--- src/common/afmc_pkg.sv ---
/*
 * Constants shared by the add-on FIFO master control block.
 * Assumes one add-on bus clock drives every file that imports it.
 */
package afmc_pkg;
	// ------------------------------------------------------------
	// FIFO geometry
	// ------------------------------------------------------------
	localparam int DATA_W = 32;
	localparam int HALF_W = 16;
	localparam int LANES = 4;
	localparam int DEPTH = 8;
	localparam int PTR_W = 3;
	localparam int CNT_W = 4;
	localparam logic [CNT_W-1:0] FIFO_FULL_CNT = 4'h8;
	localparam logic [PTR_W-1:0] PTR_RESET = 3'h0;
	localparam logic [CNT_W-1:0] CNT_RESET = 4'h0;

	// ------------------------------------------------------------
	// Configuration byte loaded at initialisation
	// ------------------------------------------------------------
	localparam int CFG_W = 8;
	localparam int CFG_BM_ACCESS_BIT = 7;
	localparam int CFG_RD_STROBE_BIT = 6;
	localparam int CFG_WR_STROBE_BIT = 5;
	localparam int CFG_LATENCY_BIT = 0;
	localparam logic [CFG_W-1:0] CFG_RESET = 8'h80;

	// ------------------------------------------------------------
	// Add-on interrupt status bits
	// ------------------------------------------------------------
	localparam int INT_W = 3;
	localparam int INT_RD_ZERO = 0;
	localparam int INT_WR_ZERO = 1;
	localparam int INT_BM_ERROR = 2;
	localparam logic [INT_W-1:0] INT_RESET = 3'h0;

	// ------------------------------------------------------------
	// Half-word steering state
	// ------------------------------------------------------------
	typedef enum logic [1:0] {
		AFMC_HALF_LO = 2'b01,
		AFMC_HALF_HI = 2'b10
	} afmc_half_t;
endpackage

--- src/rtl/afmc_fifo.sv ---
/*
 * Eight-word by 32-bit synchronous FIFO with synchronous clear.
 * Assumes push and pop come from logic on the same clock.
 */
`timescale 1ns/1ps
`default_nettype none
module afmc_fifo (
	input wire logic clk_i,
	input wire logic arst_n_i,
	input wire logic clr_i,
	input wire logic push_i,
	input wire logic [afmc_pkg::DATA_W-1:0] din_i,
	input wire logic pop_i,
	output logic [afmc_pkg::DATA_W-1:0] dout_o,
	output logic full_o,
	output logic empty_o
);
	import afmc_pkg::*;

	logic [DATA_W-1:0] mem [DEPTH];
	logic [PTR_W-1:0] wptr_r;
	logic [PTR_W-1:0] rptr_r;
	logic [CNT_W-1:0] cnt_r;
	logic push_ok;
	logic pop_ok;

	assign full_o = (cnt_r == FIFO_FULL_CNT);
	assign empty_o = (cnt_r == CNT_RESET);
	assign push_ok = push_i & ~full_o & ~clr_i;
	assign pop_ok = pop_i & ~empty_o & ~clr_i;
	assign dout_o = mem[rptr_r];

	always_ff @(posedge clk_i) begin
		if (push_ok) begin
			mem[wptr_r] <= din_i;
		end
	end

	// Clear zeroes pointers and count, so empty sets and full drops
	always_ff @(posedge clk_i or negedge arst_n_i) begin
		if (!arst_n_i) begin
			wptr_r <= PTR_RESET;
			rptr_r <= PTR_RESET;
			cnt_r <= CNT_RESET;
		end else if (clr_i) begin
			wptr_r <= PTR_RESET;
			rptr_r <= PTR_RESET;
			cnt_r <= CNT_RESET;
		end else begin
			if (push_ok) begin
				wptr_r <= wptr_r + 3'h1;
			end
			if (pop_ok) begin
				rptr_r <= rptr_r + 3'h1;
			end
			if (push_ok && !pop_ok) begin
				cnt_r <= cnt_r + 4'h1;
			end else if (pop_ok && !push_ok) begin
				cnt_r <= cnt_r - 4'h1;
			end
		end
	end
endmodule
`default_nettype wire

--- src/rtl/afmc_sync3.sv ---
/*
 * Three-stage input synchroniser with agreement filter.
 * Assumes the input may change at any time relative to clk_i.
 */
`timescale 1ns/1ps
`default_nettype none
module afmc_sync3 #(
	parameter logic RST_VAL = 1'b0
) (
	input wire logic clk_i,
	input wire logic arst_n_i,
	input wire logic d_i,
	output logic q_o
);
	logic meta_r;
	logic s2_r;
	logic s3_r;
	logic q_r;

	always_ff @(posedge clk_i or negedge arst_n_i) begin
		if (!arst_n_i) begin
			meta_r <= RST_VAL;
			s2_r <= RST_VAL;
			s3_r <= RST_VAL;
		end else begin
			meta_r <= d_i;
			s2_r <= meta_r;
			s3_r <= s2_r;
		end
	end

	// Output follows only once stages two and three agree
	always_ff @(posedge clk_i or negedge arst_n_i) begin
		if (!arst_n_i) begin
			q_r <= RST_VAL;
		end else if (s2_r == s3_r) begin
			q_r <= s3_r;
		end
	end

	assign q_o = q_r;
endmodule
`default_nettype wire

--- src/rtl/afmc_top.sv ---
/*
 * Add-on side control of the two bus-master FIFOs: enable and clear
 * inputs, extra flags, add-on interrupt, 16/32-bit packing and the
 * configuration byte captured at initialisation.
 * Assumes the add-on strobes and data are synchronous to REF_CLK_I, the
 * PCI master engine sits on the PCI_* ports on the same clock, and the
 * enable and clear lines may arrive asynchronously.
 */
`timescale 1ns/1ps
`default_nettype none
// Contract
// RULE1: Add-on drives master write enable high to permit bus master writes.
// RULE2: Add-on drives master read enable high to permit bus master reads.
// RULE3: Inbound clear low resets the PCI-to-add-on FIFO and flags.
// RULE4: Outbound clear low resets the add-on-to-PCI FIFO and flags.
// RULE5: Extra outputs show inbound full and outbound empty.
// RULE6: Enable inputs override PCI-side master enable bits, each FIFO alone.
// RULE7: Bus request only while that FIFO's enable is high; dropped otherwise.
// RULE8: Inbound prefetch may overrun by up to eight words.
// RULE9: Interrupt on read count zero, write count zero, or master error.
// RULE10: Interrupt shown by falling edge on shared active-low output.
// RULE11: Status read identifies source; clearing it returns output high.
// RULE12: Width select low gives 32-bit bus, high gives 16-bit bus.
// RULE13: In 16-bit mode top byte enable acts as address bit one.
// RULE14: Direct strobes in 16-bit mode pack two halves per FIFO word.
// RULE15: First 16-bit cycle uses low half; advance byte must be 2 or 3.
// RULE16: 16-bit write to full FIFO loses data yet toggles steering.
// RULE17: Add-on should gate direct strobes with full and empty flags.
// RULE18: 8-bit FIFO advances on byte 0, 16-bit unpacked on byte 1.
// RULE19: Register accesses in 16-bit mode alternate address bit one.
// RULE20: Without a loaded configuration byte FIFO operation stays off.
// RULE21: Config bit 7 places master registers add-on side or PCI side.
// RULE22: Config bits 6 and 5 must be 0 to enable strobed access.
// RULE23: Config bit 0 enables the target latency timeout.
// RULE24: Extra flags and control inputs work only in add-on mastering.
// RULE25: Enable and clear inputs are sampled on the add-on clock.
module afmc_top (
	input wire logic REF_CLK_I,
	input wire logic ARST_N_I,
	input wire logic NV_CFG_LOAD_I,
	input wire logic [afmc_pkg::CFG_W-1:0] NV_CFG_BYTE_I,
	input wire logic MASTER_WRITE_ENABLE_IN_I,
	input wire logic MASTER_READ_ENABLE_IN_I,
	input wire logic INBOUND_FIFO_CLEAR_N_I,
	input wire logic OUTBOUND_FIFO_CLEAR_N_I,
	input wire logic PCI_MASTER_CONTROL_REG_RD_EN_I,
	input wire logic PCI_MASTER_CONTROL_REG_WR_EN_I,
	input wire logic BUS_16_I,
	input wire logic [1:0] ADVANCE_BYTE_I,
	input wire logic DIRECT_FIFO_READ_N_I,
	input wire logic DIRECT_FIFO_WRITE_N_I,
	input wire logic REG_FIFO_SEL_N_I,
	input wire logic REG_RD_N_I,
	input wire logic REG_WR_N_I,
	input wire logic [afmc_pkg::LANES-1:0] BYTE_ENABLE_N_I,
	input wire logic [afmc_pkg::DATA_W-1:0] DQ_I,
	output logic [afmc_pkg::DATA_W-1:0] DQ_O,
	output logic DQ_OE_O,
	output logic INBOUND_EMPTY_FLAG_O,
	output logic OUTBOUND_FULL_FLAG_O,
	output logic INBOUND_FIFO_FULL_OUT_O,
	output logic OUTBOUND_FIFO_EMPTY_OUT_O,
	input wire logic RD_COUNT_ZERO_I,
	input wire logic WR_COUNT_ZERO_I,
	input wire logic BM_ERROR_I,
	input wire logic INT_EN_RD_I,
	input wire logic INT_EN_WR_I,
	input wire logic [afmc_pkg::INT_W-1:0] INT_CLEAR_I,
	output logic [afmc_pkg::INT_W-1:0] INT_STATUS_O,
	output logic IRQ_N_O,
	input wire logic PCI_IN_VALID_I,
	input wire logic [afmc_pkg::DATA_W-1:0] PCI_IN_DATA_I,
	output logic PCI_IN_READY_O,
	output logic PCI_OUT_VALID_O,
	output logic [afmc_pkg::DATA_W-1:0] PCI_OUT_DATA_O,
	input wire logic PCI_OUT_TAKE_I,
	output logic PCI_RD_REQ_O,
	output logic PCI_WR_REQ_O,
	output logic FIFO_ENABLED_O,
	output logic BM_REGS_ON_PCI_O,
	output logic TARGET_LATENCY_EN_O
);
	import afmc_pkg::*;

	// Lanes touched by one add-on access
	function automatic logic [LANES-1:0] lane_mask(input logic m16, input logic hi,
			input logic direct, input logic [LANES-1:0] be_n);
		if (m16) begin
			lane_mask = hi ? 4'hC : 4'h3;
		end else if (direct) begin
			lane_mask = 4'hF;
		end else begin
			lane_mask = ~be_n;
		end
	endfunction

	// ------------------------------------------------------------
	// Configuration byte
	// ------------------------------------------------------------
	logic cfg_loaded_r;
	logic [CFG_W-1:0] cfg_r;
	logic fifo_on;
	logic aoi_mode;
	logic rd_strobe_ok;
	logic wr_strobe_ok;

	// First load only; later loads ignored
	always_ff @(posedge REF_CLK_I or negedge ARST_N_I) begin
		if (!ARST_N_I) begin
			cfg_loaded_r <= 1'b0;
			cfg_r <= CFG_RESET;
		end else if (NV_CFG_LOAD_I && !cfg_loaded_r) begin
			cfg_loaded_r <= 1'b1; // RULE21
			cfg_r <= NV_CFG_BYTE_I;
		end
	end

	assign fifo_on = cfg_loaded_r; // RULE20
	assign aoi_mode = fifo_on & ~cfg_r[CFG_BM_ACCESS_BIT]; // RULE24
	assign rd_strobe_ok = fifo_on & ~cfg_r[CFG_RD_STROBE_BIT]; // RULE22
	assign wr_strobe_ok = fifo_on & ~cfg_r[CFG_WR_STROBE_BIT];
	assign FIFO_ENABLED_O = fifo_on;
	assign BM_REGS_ON_PCI_O = cfg_r[CFG_BM_ACCESS_BIT]; // RULE21
	assign TARGET_LATENCY_EN_O = fifo_on & cfg_r[CFG_LATENCY_BIT]; // RULE23

	// ------------------------------------------------------------
	// Control input synchronisers
	// ------------------------------------------------------------
	logic mwr_en_s;
	logic mrd_en_s;
	logic in_clr_n_s;
	logic out_clr_n_s;

	afmc_sync3 #(.RST_VAL(1'b0)) u_sync_mwr (
		.clk_i(REF_CLK_I), .arst_n_i(ARST_N_I),
		.d_i(MASTER_WRITE_ENABLE_IN_I), .q_o(mwr_en_s)); // RULE25
	afmc_sync3 #(.RST_VAL(1'b0)) u_sync_mrd (
		.clk_i(REF_CLK_I), .arst_n_i(ARST_N_I),
		.d_i(MASTER_READ_ENABLE_IN_I), .q_o(mrd_en_s));
	afmc_sync3 #(.RST_VAL(1'b1)) u_sync_iclr (
		.clk_i(REF_CLK_I), .arst_n_i(ARST_N_I),
		.d_i(INBOUND_FIFO_CLEAR_N_I), .q_o(in_clr_n_s));
	afmc_sync3 #(.RST_VAL(1'b1)) u_sync_oclr (
		.clk_i(REF_CLK_I), .arst_n_i(ARST_N_I),
		.d_i(OUTBOUND_FIFO_CLEAR_N_I), .q_o(out_clr_n_s));

	logic in_clr;
	logic out_clr;
	logic rd_en_eff;
	logic wr_en_eff;

	assign in_clr = aoi_mode & ~in_clr_n_s; // RULE3
	assign out_clr = aoi_mode & ~out_clr_n_s; // RULE4
	// Add-on enables win over the PCI-side bits in add-on mastering
	assign rd_en_eff = aoi_mode ? mrd_en_s : PCI_MASTER_CONTROL_REG_RD_EN_I; // RULE6 RULE2
	assign wr_en_eff = aoi_mode ? mwr_en_s : PCI_MASTER_CONTROL_REG_WR_EN_I; // RULE6 RULE1

	// ------------------------------------------------------------
	// FIFOs
	// ------------------------------------------------------------
	logic in_push;
	logic in_pop;
	logic in_full;
	logic in_empty;
	logic [DATA_W-1:0] in_head;
	logic out_push;
	logic out_full;
	logic out_empty;
	logic [DATA_W-1:0] out_word;

	// Depth of eight bounds any read prefetch overrun
	afmc_fifo u_in_fifo (
		.clk_i(REF_CLK_I), .arst_n_i(ARST_N_I), .clr_i(in_clr),
		.push_i(in_push), .din_i(PCI_IN_DATA_I), .pop_i(in_pop),
		.dout_o(in_head), .full_o(in_full), .empty_o(in_empty)); // RULE8
	afmc_fifo u_out_fifo (
		.clk_i(REF_CLK_I), .arst_n_i(ARST_N_I), .clr_i(out_clr),
		.push_i(out_push), .din_i(out_word), .pop_i(PCI_OUT_VALID_O & PCI_OUT_TAKE_I),
		.dout_o(PCI_OUT_DATA_O), .full_o(out_full), .empty_o(out_empty));

	// ------------------------------------------------------------
	// PCI master side
	// ------------------------------------------------------------
	// Request follows the enable level, so it drops as soon as it falls
	assign PCI_RD_REQ_O = fifo_on & rd_en_eff & ~in_full; // RULE7
	assign PCI_WR_REQ_O = fifo_on & wr_en_eff & ~out_empty; // RULE7
	assign PCI_IN_READY_O = PCI_RD_REQ_O;
	assign in_push = PCI_IN_VALID_I & PCI_IN_READY_O;
	assign PCI_OUT_VALID_O = PCI_WR_REQ_O;

	// ------------------------------------------------------------
	// Flags
	// ------------------------------------------------------------
	assign INBOUND_EMPTY_FLAG_O = in_empty;
	assign OUTBOUND_FULL_FLAG_O = out_full;
	assign INBOUND_FIFO_FULL_OUT_O = aoi_mode & in_full; // RULE5 RULE24
	assign OUTBOUND_FIFO_EMPTY_OUT_O = aoi_mode & out_empty; // RULE5

	// ------------------------------------------------------------
	// Add-on write path
	// ------------------------------------------------------------
	afmc_half_t wr_half_r;
	logic dir_wr;
	logic reg_wr;
	logic wr_hi;
	logic [LANES-1:0] wr_lanes;
	logic [DATA_W-1:0] wr_place;
	logic [DATA_W-1:0] wr_hold_r;

	assign dir_wr = wr_strobe_ok & ~DIRECT_FIFO_WRITE_N_I;
	assign reg_wr = wr_strobe_ok & ~REG_FIFO_SEL_N_I & ~REG_WR_N_I & DIRECT_FIFO_WRITE_N_I;
	// Direct strobes steer internally; register access uses address bit one
	assign wr_hi = dir_wr ? (wr_half_r == AFMC_HALF_HI) : BYTE_ENABLE_N_I[LANES-1]; // RULE13
	assign wr_lanes = lane_mask(BUS_16_I, wr_hi, dir_wr, BYTE_ENABLE_N_I); // RULE12
	assign wr_place = BUS_16_I ? {DQ_I[HALF_W-1:0], DQ_I[HALF_W-1:0]} : DQ_I;

	always_comb begin
		out_word = wr_hold_r;
		for (int i = 0; i < LANES; i++) begin
			if (wr_lanes[i]) begin
				out_word[i*8 +: 8] = wr_place[i*8 +: 8];
			end
		end
	end

	// Word goes in when the advance lane is written; full drops it
	assign out_push = (dir_wr | reg_wr) & wr_lanes[ADVANCE_BYTE_I] & ~out_full; // RULE14 RULE18

	always_ff @(posedge REF_CLK_I or negedge ARST_N_I) begin
		if (!ARST_N_I) begin
			wr_hold_r <= '0;
		end else if (out_clr) begin
			wr_hold_r <= '0;
		end else if (dir_wr | reg_wr) begin
			wr_hold_r <= out_word;
		end
	end

	// Steering toggles even when the write is lost to a full FIFO
	always_ff @(posedge REF_CLK_I or negedge ARST_N_I) begin
		if (!ARST_N_I) begin
			wr_half_r <= AFMC_HALF_LO; // RULE15
		end else if (out_clr || !BUS_16_I) begin
			wr_half_r <= AFMC_HALF_LO;
		end else if (dir_wr) begin
			unique case (wr_half_r)
				AFMC_HALF_LO: wr_half_r <= AFMC_HALF_HI; // RULE16
				AFMC_HALF_HI: wr_half_r <= AFMC_HALF_LO;
				default: wr_half_r <= AFMC_HALF_LO;
			endcase
		end
	end

	// ------------------------------------------------------------
	// Add-on read path
	// ------------------------------------------------------------
	afmc_half_t rd_half_r;
	logic dir_rd;
	logic reg_rd;
	logic rd_hi;
	logic [LANES-1:0] rd_lanes;
	logic [DATA_W-1:0] dq_r;
	logic dq_oe_r;

	assign dir_rd = rd_strobe_ok & ~DIRECT_FIFO_READ_N_I;
	assign reg_rd = rd_strobe_ok & ~REG_FIFO_SEL_N_I & ~REG_RD_N_I & DIRECT_FIFO_READ_N_I;
	assign rd_hi = dir_rd ? (rd_half_r == AFMC_HALF_HI) : BYTE_ENABLE_N_I[LANES-1]; // RULE13
	assign rd_lanes = lane_mask(BUS_16_I, rd_hi, dir_rd, BYTE_ENABLE_N_I);
	assign in_pop = (dir_rd | reg_rd) & rd_lanes[ADVANCE_BYTE_I]; // RULE14

	always_ff @(posedge REF_CLK_I or negedge ARST_N_I) begin
		if (!ARST_N_I) begin
			dq_r <= '0;
			dq_oe_r <= 1'b0;
		end else begin
			dq_oe_r <= dir_rd | reg_rd;
			if (dir_rd | reg_rd) begin
				if (BUS_16_I) begin
					dq_r <= {16'h0000, rd_hi ? in_head[DATA_W-1:HALF_W] : in_head[HALF_W-1:0]};
				end else begin
					dq_r <= in_head; // RULE12
				end
			end
		end
	end

	assign DQ_O = dq_r;
	assign DQ_OE_O = dq_oe_r;

	// Empty reads still toggle steering, as writes do
	always_ff @(posedge REF_CLK_I or negedge ARST_N_I) begin
		if (!ARST_N_I) begin
			rd_half_r <= AFMC_HALF_LO;
		end else if (in_clr || !BUS_16_I) begin
			rd_half_r <= AFMC_HALF_LO;
		end else if (dir_rd) begin
			unique case (rd_half_r)
				AFMC_HALF_LO: rd_half_r <= AFMC_HALF_HI;
				AFMC_HALF_HI: rd_half_r <= AFMC_HALF_LO;
				default: rd_half_r <= AFMC_HALF_LO;
			endcase
		end
	end

	// ------------------------------------------------------------
	// Add-on interrupt
	// ------------------------------------------------------------
	logic [INT_W-1:0] int_status_r;
	logic [INT_W-1:0] int_set;

	assign int_set[INT_RD_ZERO] = aoi_mode & INT_EN_RD_I & RD_COUNT_ZERO_I; // RULE9
	assign int_set[INT_WR_ZERO] = aoi_mode & INT_EN_WR_I & WR_COUNT_ZERO_I;
	assign int_set[INT_BM_ERROR] = aoi_mode & (INT_EN_RD_I | INT_EN_WR_I) & BM_ERROR_I;

	// New event beats a clear in the same cycle
	always_ff @(posedge REF_CLK_I or negedge ARST_N_I) begin
		if (!ARST_N_I) begin
			int_status_r <= INT_RESET;
		end else begin
			int_status_r <= (int_status_r & ~INT_CLEAR_I) | int_set; // RULE11
		end
	end

	assign INT_STATUS_O = int_status_r;
	assign IRQ_N_O = ~|int_status_r; // RULE10
endmodule
`default_nettype wire

--- config.mk ---
export PLATFORM = sky130hd
export DESIGN_NAME = afmc_top
export DESIGN_NICKNAME = d
export VERILOG_FILES = /design/src/common/afmc_pkg.sv /design/src/rtl/afmc_fifo.sv /design/src/rtl/afmc_sync3.sv /design/src/rtl/afmc_top.sv
export SDC_FILE = /design/constraint.sdc
export NUM_CORES = 1
export LEC_CHECK = 0
export ABC_AREA = 0
export BUFFER_PORTS_ARGS = -buffer_cell sky130_fd_sc_hd__buf_2
export CAP_MARGIN = 40
export CORE_ASPECT_RATIO = 0.6
export CORE_MARGIN = 4
export CORE_UTILIZATION = 54
export CTS_CLUSTER_DIAMETER = 200
export CTS_CLUSTER_SIZE = 24
export DETAILED_ROUTE_END_ITERATION = 16
export PLACE_DENSITY = 0.84
export SETUP_SLACK_MARGIN = 0.05
export SYNTH_ARGS = -nofsm -noshare
export SYNTH_HDL_FRONTEND = slang
export SYNTH_SLANG_ARGS = --single-unit
--- constraint.sdc ---
create_clock -name REF_CLK_I -period 5 [get_ports REF_CLK_I]
set_input_delay 0.75 -clock REF_CLK_I [delete_from_list [all_inputs] [get_ports REF_CLK_I]]
set_output_delay 0.75 -clock REF_CLK_I [all_outputs]
set_load 0.01 [all_outputs]
# Yosys cells after proc, flatten, opt, wreduce, memory -nomap -nowiden
# Memories as Yosys holds them, arrays and structs flattened.
# Index checks and enable logic that the tools add are counted.
totals:
  ff_bits: 117
  mem_bits_rw: 512
  in_bits: 103
  output_inout_bits: 80
  elab_cells: 186
  memories: 2
op_classes:
  n_addsub: 8
  n_lt_le_gt_ge: 1
  n_eq_ne: 10
  n_mux: 47
  bitwise: 62
  n_reduce_logical: 26
memory_table:
  columns: ["memory", "words", "word_bits", "read_ports", "rd_clocked_by_memory_dff", "wr", "line", "text"]
  rows:
  - ["u_in_fifo.mem", 8, 32, 1, 0, 1, "afmc_fifo.sv:20", "logic [DATA_W-1:0] mem [DEPTH];"]
  - ["u_out_fifo.mem", 8, 32, 1, 0, 1, "afmc_fifo.sv:20", null]
op_table:
  columns: ["operator", "count"]
  rows:
  - ["32-bit 2-to-1 mux", 4]
  - ["4-bit 2-to-1 mux", 12]
  - ["1-bit bitwise AND", 39]
  - ["8-bit 2-to-1 mux", 4]
  - ["3-bit 2-to-1 mux", 8]
  - ["16-bit 2-to-1 mux", 1]
  - ["1-bit inverter", 16]
  - ["2-bit nonzero test", 7]
  - ["3-bit by 1-bit adder with 3-bit output (second input constant)", 4]
  - ["2-bit 2-to-1 mux", 6]
  - ["1-bit 2-to-1 mux", 10]
  - ["4-bit by 1-bit adder with 4-bit output (second input constant)", 2]
  - ["4-bit equality test (second input constant)", 2]
  - ["4-bit zero test", 2]
  - ["4-bit by 1-bit subtractor with 4-bit output (second input constant)", 2]
  - ["1-bit zero test", 7]
  - ["3-bit nonzero test", 2]
  - ["1-bit logical AND", 5]
  - ["1-bit binary-select mux with 2-bit select", 2]
  - ["1-bit equality test", 4]
  - ["2-bit by 1-bit equality test with 1-bit output (second input constant)", 2]
  - ["2-bit equality test (second input constant)", 2]
  - ["4-bit inverter", 1]
  - ["3-bit bitwise AND", 1]
  - ["other kinds (6)", 9]

# Depth between registers and ports, before layout
logic_depth:
  ltp_word: 17
  ltp_mapped: 13
  ltp_nobuf: 12

# By module
# Synthesis repeated with hierarchy kept, for this count alone.
unflattened:
  hier_cells: 1318
  hier_area_um2: 25471.9
by_module_without_submodules:
  columns: ["mod", "n_inst", "cells_per_inst", "area_each_um2", "seq_area_each_um2"]
  rows:
  - ["afmc_fifo (u_in_fifo)", 1, 452, 10435.0, 7937.6]
  - ["afmc_fifo (u_out_fifo)", 1, 452, 10331.2, 7937.6]
  - ["afmc_top", 1, 394, 4250.3, 1930.6]
  - ["afmc_sync3 (u_sync_iclr ...)", 2, 5, 116.4, 105.1]
  - ["afmc_sync3 (u_sync_mrd ...)", 2, 5, 111.4, 100.1]

# Worst setup path before layout
# Ideal clock, no wire load.
synth_timing:
  path_kind: "input-to-reg"
  start: "input port BYTE_ENABLE_N_I[3] (netlist name)"
  end: "memory u_out_fifo.mem[1][0] (enable)"
  setup_time_ps: 513
  arrival_time_ps: 5294
  setup_slack_ps: -807
  cell_stages: 6
  n_path_buf: 1
  path_cell_list: "clkbuf_1 mux2i_1 o221ai_2 a211oi_4 o21ai_1 nor4b_1"
synth_via:
  elab_chain_len: 11
  word_cells_on_any_way: 13
  cone_classes: "mux (8); bitwise (5)"
synth_lines:
  columns: ["element", "line", "text"]
  rows:
  - ["start, declared", "afmc_top.sv:55", "input wire logic [afmc_pkg::LANES-1:0] BYTE_ENABLE_N_I,"]
  - ["1-bit 2-to-1 mux or 4-bit inverter (tied branches)", "afmc_top.sv:213, afmc_top.sv:93", null]
  - ["4-bit 2-to-1 mux, on equally long branches", "afmc_top.sv:89, afmc_top.sv:90", null]
  - ["4-bit 2-to-1 mux *", "afmc_top.sv:88", "if (m16) begin"]
  - ["1-bit binary-select mux with 2-bit select *", "afmc_top.sv:227", "assign out_push = (dir_wr | reg_wr) & wr_lanes[ADVANCE_BYTE_I] & ~out_full;"]
  - ["1-bit 2-to-1 mux (implied by the code) *", "afmc_top.sv:227", null]
  - ["1-bit bitwise AND * (2 in a row)", "afmc_top.sv:227", null]
  - ["1-bit bitwise AND * (2 in a row)", "afmc_fifo.sv:29", "assign push_ok = push_i & ~full_o & ~clr_i;"]
  - ["1-bit 2-to-1 mux *", "afmc_fifo.sv:34", "if (push_ok) begin"]
  - ["1-bit 2-to-1 mux (implied by the code) *", "afmc_fifo.sv:35", "mem[wptr_r] <= din_i;"]
  - ["end, declared", "afmc_fifo.sv:20", null]
# Every way passes the cells marked *; elsewhere a longest branch is shown, timed or not. The select of a mux whose other input is x is not followed.

# Final worst setup path
layout_timing:
  start: "register cfg_loaded_r, in the netlist FIFO_ENABLED_O"
  end: "register u_out_fifo.cnt_r[3]"
layout_via:
  elab_chain_len: 14
  word_cells_on_any_way: 32
  cone_classes: "mux (9); bitwise (18); reduce/logical (5)"
layout_lines:
  columns: ["element", "line", "text"]
  rows:
  - ["start, declared", "afmc_top.sv:100", "logic cfg_loaded_r;"]
  - ["start signal, assigned", "afmc_top.sv:110", "cfg_loaded_r <= 1'b0;"]
  - ["start signal, assigned", "afmc_top.sv:113", "cfg_loaded_r <= 1'b1;"]
  - ["1-bit bitwise AND", "afmc_top.sv:121", "assign wr_strobe_ok = fifo_on & ~cfg_r[CFG_WR_STROBE_BIT];"]
  - ["1-bit bitwise AND", "afmc_top.sv:210", "assign dir_wr = wr_strobe_ok & ~DIRECT_FIFO_WRITE_N_I;"]
  - ["1-bit 2-to-1 mux", "afmc_top.sv:213", "assign wr_hi = dir_wr ? (wr_half_r == AFMC_HALF_HI) : BYTE_ENABLE_N_I[LANES-1];"]
  - ["4-bit 2-to-1 mux", "afmc_top.sv:89", "lane_mask = hi ? 4'hC : 4'h3;"]
  - ["4-bit 2-to-1 mux", "afmc_top.sv:88", null]
  - ["1-bit binary-select mux with 2-bit select", "afmc_top.sv:227", null]
  - ["1-bit 2-to-1 mux (implied by the code)", "afmc_top.sv:227", null]
  - ["1-bit bitwise AND (2 in a row)", "afmc_top.sv:227", null]
  - ["1-bit bitwise AND (2 in a row)", "afmc_fifo.sv:29", null]
  - ["1-bit logical AND or 1-bit zero test (tied branches)", "afmc_fifo.sv:56, afmc_fifo.sv:58", null]
  - ["4-bit 2-to-1 mux or 1-bit logical AND (tied branches)", "afmc_fifo.sv:56, afmc_fifo.sv:58", null]
  - ["4-bit 2-to-1 mux or 3-bit nonzero test (tied branches)", null, null]
  - ["end signal, assigned", "afmc_fifo.sv:57", "cnt_r <= cnt_r + 4'h1;"]
  - ["end signal, assigned", "afmc_fifo.sv:59", "cnt_r <= cnt_r - 4'h1;"]
  - ["end, declared", "afmc_fifo.sv:23", "logic [CNT_W-1:0] cnt_r;"]
# Parallel ways exist; a longest one is shown, timed or not. The select of a mux whose other input is x is not followed.
# A chain may end at the register's enable or synchronous reset.

==> run_results.csv <==
group,metric,value,unit
critical_path,cp.arrival,4.07,ns
grt,grt_usage,21.3,%
cts,clk_latency,0.60,ns
grt,grt-ovfl-total,0,
sta,finClkSkew,0.0336,ns
sta,setup_ws,1.39,ns
sta,worst_pin_slew,0.988,ns
sta,period_share,72.3,%
critical_path,crit_path_start_kind,"flip-flop",
sta,holdWs,0.0810,ns
route,dr_total_vias,13000,
yosys,synth.area.top_cells,"edfxtp_1 (62%), mux4_2 (12%), dfrtp_1 (10%), mux2_2 (3.1%), mux2i_1 (2.3%)",
power_and_ir_drop,ir_drop,0.358,mV
place,dp.cells,2075,
sta,rsz0062_at_grt,"no",
cts,ctsHoldBuffers,0,
sta,hold_violations,0,
critical_path,endpoint,"u_out_fifo.cnt_r[3]",
yosys,async_flop_share,18.1,%
critical_path,slowest_delay,0.67,ns
cts,numCtsBuffers,30,
sta,timing.fmax,277,MHz
yosys,syn_avg_cell_area,19.0,sq um
place,hpwlAfterDp,34400,um
layout,area_growth_syn_to_layout,10.8,%
route,avgViaCountPerCell,6.07,
layout,drive_gt1_share,33.3,%
critical_path,worstPathRequired,5.46,ns
cts,cts_setup_buffers,0,
floorplanning,die_area,49700,sq um
sta,maxSlewHeadroom,34.1,%
critical_path,crit_path_top_delay_cell,"dfrtp_1",
floorplanning,core,45200,sq um
yosys,synth.distinct_cells,60,
cts,clk_pin_slew_worst_paths,0.10,ns
route,drc,0,
sta,drv_slew,0,
critical_path,path_cells,"nor3b_4 > o211ai_1 > a211oi_4 > o21ai_1 > nand2b_1 > ha_1 > a21o_1 > a21oi_1 > nor2_1 > mux2i_1 > xor2_1 > nor2_1",
yosys,synth_edf_count,512,
yosys,synthFlopType,"edfxtp_1",
yosys,syn-cell-area,24900,sq um
grt,grt_pass1_vias,13200,
yosys,synth_seq_area_share,73.1,%
critical_path,reg2reg_slack,1.39,ns
floorplanning,start_util,55.1,%
critical_path,cp-end-kind,"flip-flop",
yosys,syn-num-nets,1424,
cts,cts_resized,0,
route,routedWlPerCell,24.8,um
layout,nets,1601,
floorplanning,die_h,174,um
layout,final_cell_mix,"edfxtp_1 (512), buf_2 (177), mux4_2 (128)",
yosys,yosysWarnings,0,
critical_path,startpoint,"FIFO_ENABLED_O",
route,antenna_left,0,
critical_path,r2r_cells,12,
critical_path,cp_num_buf_inv,0,
critical_path,r2r_start,"FIFO_ENABLED_O",
run_status,status,"finished, final reports clean",
route,dr.pass1.iters,6,
cts,tritoncts,"done",
layout,mostFrequentLayoutCell,"edfxtp_1",
critical_path,crit_top_cell,"nor2_1",
grt,grt_pass1_wl,81100,um
floorplanning,io_pins,183,
floorplanning,die_x,285,um
cts,root_buffer,"clkbuf_16",
floorplanning,rows,60,
sta,fin_crit,3.61,ns
place,port_buffers,178,
critical_path,worst-setup-path-type,"reg2reg",
critical_path,path_delay_family,"compound AO/OA/AOI/OAI gates",
place,pre_cts_ws,1.21,ns
critical_path,critPathMaxFanout,14,
cts,ctsHtreeMaxLevel,1,
sta,setup_violations,0,
grt,antenna_found_initial,9,
cts,cts.sinks,625,
flow_run,cap_violations,0,
yosys,ys_ff_latch,625,
route,wirelength,53000,um
power_and_ir_drop,total_leakage_power,9.36,nW
layout,final_cells,2134,
layout,fin_util,61.1,%
critical_path,r2r-end,"u_out_fifo.cnt_r[3]",
power_and_ir_drop,p_per_area,445,nW/um^2
critical_path,path_depth,12,
yosys,syn_inst,1311,
route,first_iter_violations,1556,
grt,grt_max_degree,52,
yosys,yosys.area.top_type,"edfxtp_1",
yosys,synth_top_area_share,61.7,%
cts,cts_buffer_depth,3,
hold_path,hold_path.class,"in2async",
place,gp_congestion,0.874,
[power breakdown]
| group | switching, mW | leakage (nW) | internal (mW) |
|---|---|---|---|
| Combinational | 1.57 | 2.89 | 1.49 |
| Clock | 1.54 | 0.433 | 1.21 |
| Sequential | 0.377 | 6.03 | 6.08 |
| Total | 3.49 | 9.36 | 8.79 |
[logic make-up (layout without fill, tap and decap cells)]
group                    count (synthesis)  in the layout  synth area share, %
AND/OR/NAND/NOR                        207            207                 4.07
XOR/XNOR                                14             14                0.523
AO/OA/AOI/OAI                          118            118                 3.10
adder cells (fa/ha/maj)                 14             14                0.724
flip-flops                             625            625                 73.1
multiplexers                           254            254                 17.0
buffers and inverters                   79            280                 1.45
other                                    0              2                    0
[stage by stage]
stage | cell area [sq um] | setup TNS [ns] | power (mW)
6_report | 27600 | 0 | 12.3
2_1_floorplan | 24900 | -67.21 | 8.57
3_5_place_dp | 26700 | 0 | 9.65
5_1_grt | 27600 | 0 | 12.9
4_1_cts | 27600 | 0 | 12.4
3_3_place_gp | 26600 | 0 | 9.50
[layer usage]
layer  global-route usage, %  vias to the layer above  part of all wire [%]
li1                        -                     5521                     -
met1                    31.6                     6830                    42
met2                    33.8                      501                    49
met3                    3.91                       91                   7.4
met4                    4.32                        8                   2.0
met5                       0                        -                 0.072
[Yosys cell counts (10+ instances only)]
cell type	count
a211oi_1	13
a21oi_1	23
buf_1	10
buf_2	12
clkbuf_1	37
dfrtp_1	102
dfstp_2	11
edfxtp_1	512
inv_1	11
mux2_2	69
mux2i_1	57
mux4_2	128
nand2_1	68
nor2_1	70
nor3b_1	10
o21ai_0	53
[final cells by class]
cell class / count / area [sq um]
flip-flops and latches: 625 / 18200
multi-input cells: 607 / 6430
clock buffers: 54 / 862
repair buffers: 213 / 1210
clock inverters: 2 / 47.5
well taps: 620 / 776
diodes: 2 / 5.00
inverters: 11 / 41.3
fillers: 3127 / 17600
[sequential cells by signal, indices dropped and copies added (netlist names), 3 cells and up]
signal / count
wr_hold_r: 32
u_in_fifo.cnt_r: 4
u_in_fifo.rptr_r: 3
u_in_fifo.mem: 256
u_out_fifo.rptr_r: 3
cfg_r: 4
INT_STATUS_O: 3
u_out_fifo.wptr_r: 3
u_out_fifo.mem: 256
u_in_fifo.wptr_r: 3
u_out_fifo.cnt_r: 4
DQ_O: 32
[worst min-delay path by stage]
stage,endpoint,startpoint,depth (start not counted)
3_3_place_gp,u_sync_mrd.s2_r,u_sync_mrd.meta_r,0
6_report,wr_half_r[1],ARST_N_I,1
2_1_floorplan,u_sync_mrd.s2_r,u_sync_mrd.meta_r,0
3_5_place_dp,u_sync_mrd.s2_r,u_sync_mrd.meta_r,0
5_1_grt,wr_half_r[1],ARST_N_I,1
4_1_cts,wr_half_r[1],ARST_N_I,1
(Power assumes the default switching activity.)
